`config.mk`:
```
export PLATFORM = sky130hd
export DESIGN_NAME = apf_formatter
export DESIGN_NICKNAME = d
export VERILOG_FILES = /design/src/apf_pkg.sv /design/src/apf_formatter.sv
export SDC_FILE = /design/constraint.sdc
export NUM_CORES = 1
export LEC_CHECK = 0
export BUFFER_PORTS_ARGS = -buffer_cell sky130_fd_sc_hd__buf_2
export CORE_UTILIZATION = 30
export CTS_CLUSTER_SIZE = 30
export DETAILED_ROUTE_END_ITERATION = 6
export PLACE_DENSITY = 0.52
export SLEW_MARGIN = 20
export SYNTH_ARGS = -nofsm -noshare
export SYNTH_HDL_FRONTEND = slang
export SYNTH_SLANG_ARGS = --single-unit
```
`constraint.sdc`:
```
create_clock -name mclk_in -period 3.3 [get_ports mclk_in]
set_input_delay 0.165 -clock mclk_in [delete_from_list [all_inputs] [get_ports mclk_in]]
set_output_delay 0.165 -clock mclk_in [all_outputs]
set_load 0.01 [all_outputs]
```
`src/apf_pkg.sv`:
```
// Package: constants and types of the axis payload formatter
package apf_pkg;
    // APB register byte offsets
    localparam logic [7:0] REG_CTRL = 8'h00;
    localparam logic [7:0] REG_PKTNUM = 8'h04;
    localparam logic [7:0] REG_CMD = 8'h08;
    localparam logic [7:0] REG_STATE = 8'h0C;
    localparam logic [7:0] REG_IRQ_STS = 8'h10;
    localparam logic [7:0] REG_IRQ_MSK = 8'h14;
    // Control fields
    localparam int CTRL_EN_BIT = 0;
    localparam int CTRL_TYPE_LSB = 1;
    localparam int NUM_TYPES = 3;
    localparam int TYPE_POS = 0;
    localparam int TYPE_SPEED = 1;
    localparam int TYPE_REF = 2;
    localparam int CMD_CLR_ERR_BIT = 0;
    localparam logic [23:0] PKTNUM_RST = 24'h030201;
    // Interrupt status bits
    localparam int IRQ_DONE = 0;
    localparam int IRQ_OVERRUN = 1;
    localparam int IRQ_POSERR = 2;
    localparam int IRQ_W = 3;
    // Status word bit positions
    localparam int STS_LIMIT = 4;
    localparam int STS_HOMING = 5;
    localparam int STS_REFVAL = 6;
    localparam int STS_EVENT = 14;
    localparam int STS_POSERR = 15;
    // Packet layout
    localparam logic [3:0] IDX_FILL = 4'hA;
    localparam logic [3:0] IDX_CRC = 4'hB;
    localparam logic [7:0] FILLER = 8'hBC;
    localparam logic [7:0] CRC_POLY = 8'h07;
    localparam logic [7:0] CRC_INIT = 8'h00;
    localparam logic [15:0] PHASE_ZERO = 16'h0000;

    typedef enum logic [2:0] {
        ST_IDLE = 3'b001,
        ST_LOAD = 3'b010,
        ST_SEND = 3'b100
    } apf_state_e;

    // Values frozen at the trigger
    typedef struct packed {
        logic [15:0] status;
        logic [31:0] period;
        logic [15:0] phase;
        logic [47:0] speed;
        logic [31:0] ref_pos;
    } apf_snap_s;

    // One beat of the outgoing byte stream
    typedef struct packed {
        logic sof;
        logic eof;
        logic [7:0] data;
    } apf_beat_s;
endpackage

```
`src/apf_formatter.sv`:
```
// Axis payload formatter: builds 12-byte packets on trigger events
//
// Contract
// - Trigger emits one packet per enabled type
// - Several types per axis share payload
// - Status bit 4 shows limit input
// - Status bit 5 shows homing input
// - Status bit 6 means reference valid
// - Status bit 14 means events queued
// - Status bit 15 flags position invalid
// - Invalid flag cleared only by command
// - Position type: 48-bit position bytes 4-9
// - Upper four bytes: period counter
// - Lower two bytes: 16-bit phase
// - Speed type: signed 48-bit speed
// - Reference type: zero phase, reference position
// - All types carry same status word
// - Payload in bytes 2-9, LSB first
// - Byte 1 frame counter, +1 per trigger
// - Byte 10 fixed filler
// - Byte 11 CRC-8 over bytes 0-9
//
// The address map and the APB slave port were left to the implementer.
module apf_formatter
    import apf_pkg::*;
(
    input wire logic mclk_in, // 10 MHz clock
    input wire logic rst_in, // Sync reset, high
    input wire logic ce_in, // Clock enable
    // APB slave
    input wire logic psel_in, // Select
    input wire logic penable_in, // Access phase
    input wire logic pwrite_in, // Write
    input wire logic [7:0] paddr_in, // Byte address
    input wire logic [31:0] pwdata_in, // Write data
    output logic pready_out, // Ready
    output logic pslverr_out, // Unmapped address
    output logic [31:0] prdata_out, // Read data
    output logic irq_out, // Level interrupt
    // Axis side
    input wire logic trig_in, // Trigger pulse
    input wire logic [31:0] period_in, // Period counter
    input wire logic [15:0] phase_in, // Interpolated phase
    input wire logic [47:0] speed_in, // Signed speed
    input wire logic [31:0] ref_pos_in, // Reference position
    input wire logic ref_valid_in, // Reference valid
    input wire logic event_pend_in, // Event queue not empty
    input wire logic pos_fault_in, // Position fault pulse
    input wire logic limit_input_in, // Limit pin
    input wire logic homing_input_in, // Homing pin
    // Packet stream
    output logic pkt_valid_out, // Byte valid
    output apf_beat_s pkt_out, // Byte with framing
    input wire logic pkt_ready_in // Sink ready
);

    // CRC-8 step over one byte, MSB first
    // Used once per byte; the loop unrolls into a small XOR tree
    function automatic logic [7:0] crc8(input logic [7:0] c,
                                        input logic [7:0] d);
        logic [7:0] r;
        r = c ^ d;
        for (int i = 0; i < 8; i++) begin
            r = r[7] ? ((r << 1) ^ CRC_POLY) : (r << 1);
        end
        return r;
    endfunction

    // Address decode shared by read and write paths
    // Unmapped offsets answer with an error and ignore writes
    function automatic logic mapped(input logic [7:0] a);
        return a == REG_CTRL || a == REG_PKTNUM || a == REG_CMD ||
               a == REG_STATE || a == REG_IRQ_STS || a == REG_IRQ_MSK;
    endfunction

    logic [31:0] ctrl_q;
    logic [23:0] pktnum_q;
    logic [IRQ_W-1:0] irq_sts_q;
    logic [IRQ_W-1:0] irq_msk_q;
    logic pos_err_q;
    logic [2:0] lim_sync_q;
    logic [2:0] hom_sync_q;
    logic lim_q;
    logic hom_q;
    logic [7:0] fcnt_q;
    logic [7:0] fsnap_q;
    apf_snap_s snap_q;
    apf_state_e state_q;
    logic [NUM_TYPES-1:0] todo_q;
    logic [79:0] frame_q;
    logic [3:0] idx_q;
    logic [7:0] crc_q;
    logic [7:0] crc_d;
    logic [3:0] idx_d;
    logic [15:0] status_w;
    logic [63:0] payload_w;
    logic [NUM_TYPES-1:0] pick_w;
    logic [7:0] num_w;
    logic [7:0] next_byte_w;
    logic apb_acc;
    logic apb_wr;
    logic apb_rd;
    logic accept;
    logic trig_take;
    logic done_ev;

    assign apb_acc = ce_in && psel_in && penable_in && pready_out;
    assign apb_wr = apb_acc && pwrite_in && mapped(paddr_in);
    assign apb_rd = apb_acc && !pwrite_in;
    assign accept = pkt_valid_out && pkt_ready_in;
    assign trig_take = trig_in && state_q == ST_IDLE &&
                       ctrl_q[CTRL_EN_BIT] &&
                       ctrl_q[CTRL_TYPE_LSB +: NUM_TYPES] != '0;
    assign done_ev = state_q == ST_SEND && accept && idx_q == IDX_CRC;

    // Pin synchronisers; a change counts once stages 2 and 3 agree
    // Three stages trade four cycles of latency for immunity to
    // metastability and to single-cycle glitches on the pins
    always_ff @(posedge mclk_in) begin
        if (rst_in) begin
            lim_sync_q <= 3'h0;
            hom_sync_q <= 3'h0;
            lim_q <= 1'b0;
            hom_q <= 1'b0;
        end else if (ce_in) begin
            lim_sync_q <= {lim_sync_q[1:0], limit_input_in};
            hom_sync_q <= {hom_sync_q[1:0], homing_input_in};
            if (lim_sync_q[1] == lim_sync_q[2]) begin
                lim_q <= lim_sync_q[2];
            end
            if (hom_sync_q[1] == hom_sync_q[2]) begin
                hom_q <= hom_sync_q[2];
            end
        end
    end

    // Status word, common to every packet type
    // Limit and homing come through the synchronisers, the other
    // bits come from logic on the same clock
    always_comb begin
        status_w = 16'h0000;
        status_w[STS_LIMIT] = lim_q;
        status_w[STS_HOMING] = hom_q;
        status_w[STS_REFVAL] = ref_valid_in;
        status_w[STS_EVENT] = event_pend_in;
        status_w[STS_POSERR] = pos_err_q;
    end

    // Sticky invalid flag; a fault in the clear cycle wins
    // Only the host command may clear it, so a brief fault is never lost
    always_ff @(posedge mclk_in) begin
        if (rst_in) begin
            pos_err_q <= 1'b0;
        end else if (ce_in) begin
            if (pos_fault_in) begin
                pos_err_q <= 1'b1;
            end else if (apb_wr && paddr_in == REG_CMD &&
                         pwdata_in[CMD_CLR_ERR_BIT]) begin
                pos_err_q <= 1'b0;
            end
        end
    end

    // Frame counter counts every trigger, even ones dropped as overrun
    always_ff @(posedge mclk_in) begin
        if (rst_in) begin
            fcnt_q <= 8'h00;
        end else if (ce_in && trig_in) begin
            fcnt_q <= fcnt_q + 8'h01;
        end
    end

    // Frame count of the trigger being served; a dropped trigger still
    // moves the live counter, so all packets of one trigger keep this
    always_ff @(posedge mclk_in) begin
        if (rst_in) begin
            fsnap_q <= 8'h00;
        end else if (ce_in && trig_take) begin
            fsnap_q <= fcnt_q + 8'h01;
        end
    end

    // Lowest pending type goes first
    // Types leave in a fixed order so the host can rely on it
    always_comb begin
        pick_w = todo_q & (~todo_q + 1'b1);
    end

    // Payload of the picked type, little-endian in the packet
    // Position is the default so that a stray pick stays harmless
    always_comb begin
        payload_w = {snap_q.period, snap_q.phase, snap_q.status};
        num_w = pktnum_q[8*TYPE_POS +: 8];
        if (pick_w[TYPE_SPEED]) begin
            payload_w = {snap_q.speed, snap_q.status};
            num_w = pktnum_q[8*TYPE_SPEED +: 8];
        end else if (pick_w[TYPE_REF]) begin
            payload_w = {snap_q.ref_pos, PHASE_ZERO, snap_q.status};
            num_w = pktnum_q[8*TYPE_REF +: 8];
        end
    end

    // Next byte and running CRC
    // The CRC covers bytes 0 to 9 only; the filler and the CRC byte
    // itself go out without touching the running value
    always_comb begin
        crc_d = crc_q;
        if (idx_q < IDX_FILL) begin
            crc_d = crc8(crc_q, pkt_out.data);
        end
        idx_d = idx_q + 4'h1;
        if (idx_d < IDX_FILL) begin
            next_byte_w = frame_q[8*idx_d +: 8];
        end else if (idx_d == IDX_FILL) begin
            next_byte_w = FILLER;
        end else begin
            next_byte_w = crc_d;
        end
    end

    // Packet sequencer; the sink may stall any byte
    // A trigger while busy is refused: the snapshot cannot hold two
    // triggers without a buffer
    always_ff @(posedge mclk_in) begin
        if (rst_in) begin
            state_q <= ST_IDLE;
            todo_q <= '0;
            snap_q <= '0;
            frame_q <= 80'h0;
            idx_q <= 4'h0;
            crc_q <= CRC_INIT;
            pkt_valid_out <= 1'b0;
            pkt_out <= '0;
        end else if (ce_in) begin
            case (state_q)
                ST_IDLE: begin
                    if (trig_take) begin
                        snap_q <= '{status_w, period_in, phase_in,
                                    speed_in, ref_pos_in};
                        todo_q <= ctrl_q[CTRL_TYPE_LSB +: NUM_TYPES];
                        state_q <= ST_LOAD;
                    end
                end
                ST_LOAD: begin
                    // period above phase in the position word
                    frame_q <= {payload_w, fsnap_q, num_w};
                    todo_q <= todo_q & ~pick_w;
                    idx_q <= 4'h0;
                    crc_q <= CRC_INIT;
                    pkt_valid_out <= 1'b1;
                    pkt_out <= '{1'b1, 1'b0, num_w};
                    state_q <= ST_SEND;
                end
                ST_SEND: begin
                    if (accept) begin
                        crc_q <= crc_d;
                        idx_q <= idx_d;
                        if (idx_q == IDX_CRC) begin
                            pkt_valid_out <= 1'b0;
                            pkt_out <= '0;
                            state_q <= (todo_q != '0) ? ST_LOAD : ST_IDLE;
                        end else begin
                            pkt_out <= '{1'b0, idx_d == IDX_CRC,
                                         next_byte_w};
                        end
                    end
                end
                default: begin
                    state_q <= ST_IDLE;
                end
            endcase
        end
    end

    // Writable registers
    // Control keeps only the enable and type bits; the rest read zero
    always_ff @(posedge mclk_in) begin
        if (rst_in) begin
            ctrl_q <= 32'h0;
            pktnum_q <= PKTNUM_RST;
            irq_msk_q <= '0;
        end else if (apb_wr) begin
            if (paddr_in == REG_CTRL) begin
                ctrl_q <= 32'(pwdata_in[NUM_TYPES:0]);
            end
            if (paddr_in == REG_PKTNUM) begin
                pktnum_q <= pwdata_in[23:0];
            end
            if (paddr_in == REG_IRQ_MSK) begin
                irq_msk_q <= pwdata_in[IRQ_W-1:0];
            end
        end
    end

    // Sticky interrupt status; read clears, new events win
    // An event in the clearing read cycle is kept; one in the setup cycle,
    // after the read data is taken, is cleared without being read
    always_ff @(posedge mclk_in) begin
        if (rst_in) begin
            irq_sts_q <= '0;
            irq_out <= 1'b0;
        end else if (ce_in) begin
            logic [IRQ_W-1:0] ev;
            logic [IRQ_W-1:0] nxt;
            ev = '0;
            ev[IRQ_DONE] = done_ev;
            ev[IRQ_OVERRUN] = trig_in && state_q != ST_IDLE;
            ev[IRQ_POSERR] = pos_fault_in && !pos_err_q;
            nxt = irq_sts_q;
            if (apb_rd && paddr_in == REG_IRQ_STS) begin
                nxt = '0;
            end
            nxt = nxt | ev;
            irq_sts_q <= nxt;
            irq_out <= |(nxt & irq_msk_q);
        end
    end

    // APB answer: one wait-free access cycle after setup
    // No back-pressure is needed because every register is a local
    // flip-flop
    always_ff @(posedge mclk_in) begin
        if (rst_in) begin
            pready_out <= 1'b0;
            pslverr_out <= 1'b0;
            prdata_out <= 32'h0;
        end else if (ce_in) begin
            pready_out <= psel_in && !penable_in;
            pslverr_out <= psel_in && !penable_in && !mapped(paddr_in);
            if (psel_in && !penable_in) begin
                case (paddr_in)
                    REG_CTRL: prdata_out <= ctrl_q;
                    REG_PKTNUM: prdata_out <= 32'(pktnum_q);
                    REG_STATE: prdata_out <= 32'({todo_q, fcnt_q,
                                                  state_q != ST_IDLE,
                                                  pos_err_q});
                    REG_IRQ_STS: prdata_out <= 32'(irq_sts_q);
                    REG_IRQ_MSK: prdata_out <= 32'(irq_msk_q);
                    default: prdata_out <= 32'h0;
                endcase
            end
        end
    end

endmodule

```
==> summary.txt <==
Status
  – Outcome: finished clean

Timing
  – Worst Tran Pin Value: 1.06 ns
  – Max Fclk: 377 MHz
  – Tmin final: around 2.7 ns
  – Max-slew violations: 0
  – Slew HR: 29.1%
  – Clk_skew: 0.0218 ns
  – Fin. Hold Viols: 0
  – Setup TNS Final: 0 ns
  – Period utilization: between 80% and 90%
  – # setup viols final: 0
  – RSZ-0062 raised after global routing: false

Clock tree
  – CTS max path bufs: 3
  – CTS tree: yes
  – CTS Sinks: 317
  – Post-CTS sizing: 0
  – Clock transition at path regs: roughly 0.060 ns
  – Post-CTS Setup Bufs: 0
  – TritonCTS buffer count: 37
  – CTS HTree Levels: 2
  – CTS Hold Bufs: 158
  – Root buf cell: clkbuf_16
  – Worst skew pair latency: roughly 0.56 ns

Die
  – Core footprint: 45,600 sq um
  – I/O pins: 227
  – Chip width: 218 microns
  – Cell Rows: 78
  – Die area: 47,400 sq um
  – Chip Height: 218 microns
  – Initial Utilization: 30.6%

Yosys
  – Syn Inst Count: 1,716
  – #FFs+latches synth: 317
  – Syn_area_per_cell: 8.13 sq um
  – YS warnings: 0
  – Synth cell types: 79
  – Mapped Area: about 14,000 sq um
  – Main synth FF type: dfxtp_1
  – Post-synthesis async set-or-reset flop share: 0%
  – Sequential area share after synthesis: 45.5%
  – Post-synth EDFFs: 0

Power and ir drop
  – Peak VDD IR: 368 uV
  – Lkg Pwr: approximately 0.007 uW
  – Pwr Total: between 8000 and 9000 uW
  – Pwr Density: 464 nW/um^2

Drt
  – Number of vias per cell: slightly below 5
  – Antenna Nets Post-Route: 0
  – First-iteration detailed-routing DRC count: 853
  – Drt first pass iters: 5
  – Routed len/inst: about 17 microns
  – Total number of vias: roughly 13,000
  – DRC: 0
  – Drt total wl: 44.3 mm

Placed design
  – GP Congestion: 0.833
  – Port-buffer cells: 210
  – DP Wirelength: between 20 and 30 mm
  – Placed instance count: 2,420

Cells and area
  – Layout Area Growth over Synthesis: 31.5%
  – Most frequent cells in the layout: 451 x nand2_1, 317 x dfxtp_1, 224 x a21oi_1
  – Antenna cell count: 0
  – Commonest non-fill, non-tap cell in the layout: nand2_1
  – Layout cells sized above 1: 17.0%
  – Nets@finish: 2,202
  – Non-filler cells, final: approximately 2,600

Global routing
  – GR Util All Layers: 18.6%
  – Largest net degree at the start of global routing: about 180
  – GR Overflow Total: 0
  – Global-route wire length before repair: 69.9 mm
  – Vias in the first global route: roughly 13,000
  – Antenna violations before repair: 0

Worst setup path
  – Largest stage delay, worst path: 0.53 ns
  – Crit. End Element: flip-flop
  – Critical-path cell with the highest stage delay: ha_1
  – Buf/Inv on CP: 2
  – Worst path cell trace: inv_1 > ha_1 > buf_4 > mux4_2 > a22o_1 > o221ai_1 > a221oi_1
  – Critical Path Source Type: flip-flop
  – Delay-heaviest family, CP: compound AO/OA/AOI/OAI gates
  – Worst path arrival time: between 3 and 4 ns
  – Req. time, crit path: roughly 3.7 ns
  – WS Path Type: reg -> reg
  – Maximum fanout along the worst path: 10

Hold path
  – Class of the worst hold path: in -> reg

Job
  – Max-Cap Viols: 0
-- power breakdown --
group          internal (uW)  leakage [uW]  switching (uW)
clock network           2610      0.000621            1670
registers               3830       0.00255            7.60
logic                    221       0.00375             174
-- final cells by class --
type / count / area, sq um
clock buffer: 51 / 1080
multi-input combinational: 1252 / 7010
fill: 4614 / 27200
clock inverter: 11 / 188
tap: 600 / 751
sequential: 317 / 6350
timing repair buffer: 396 / 2920
inverter: 13 / 48.8
-- sequential cells by signal, indices dropped and copies added (netlist names), 8 cells and up --
register / cells
prdata_out: 24
fsnap_q: 8
pkt_out: 10
fcnt_q: 8
pktnum_q: 24
frame_q: 69
crc_q: 8
snap_q: 133
-- cells in the mapped netlist (20+ instances only) --
master	n	area [sq um]
nand2_1	452	1700
dfxtp_1	317	6350
a21oi_1	224	1120
nor2_1	131	492
clkbuf_1	88	330
nand3_1	64	320
mux2i_1	47	470
o211ai_1	36	270
buf_2	30	150
o21ai_0	30	150
a22oi_1	28	210
mux2_2	20	225
-- stage by stage --
step / utilization [%] / area [sq um] / worst slack, ns / hold WS [ns]
after floorplan: - / 14000 / 0.545 / 0.290
after global placement: 34.0 / 15500 / 0.807 / 0.399
after detailed placement: 34.0 / 15500 / 0.751 / 0.405
after CTS: 40.2 / 18300 / 0.731 / 0.0344
after global routing: 40.2 / 18300 / 0.577 / 0.0738
final: 40.2 / 18300 / 0.649 / 0.0630
-- layer usage --
metal | wire length [microns] | up-vias | track usage, %
li1 | - | 6506 | -
met1 | 20600 | 6119 | 25.2
met2 | 20500 | 337 | 30.4
met3 | 2260 | 56 | 2.89
met4 | 901 | 0 | 5.07
met5 | 0 | - | 0
-- worst register-to-register path, delay by kind of cell (launching register included) --
kind	cells	cell delay, ns
muxes	1	0.30
adders and majority gates	1	0.53
AOI/OAI and AO/OA	3	0.75
DFF	1	0.49
buffers and inverters	2	0.42
-- final timing paths --
kind                            from                  endpoint  slack, ns  cells past startpoint
max            idx_q[0]$_SDFFE_PP0P_   pkt_out[2]$_SDFFE_PP0P_       0.65                      7
min                            ce_in   state_q[2]$_SDFFE_PP0P_       0.06                      4
max reg2reg    idx_q[0]$_SDFFE_PP0P_   pkt_out[2]$_SDFFE_PP0P_       0.65                      7
min reg2reg  fsnap_q[7]$_SDFFE_PP0P_  frame_q[15]$_SDFFE_PP0P_       0.45                      2
-- cell families after synthesis --
logic type	share of synthesized area, %
compound gates	18.2
xor+xnor	3.00
fa+ha+maj	0.359
buf+inv	4.76
flops	45.5
mux	6.71
other cells	0.0269
simple gates	21.5
(Power assumes the default switching activity.)
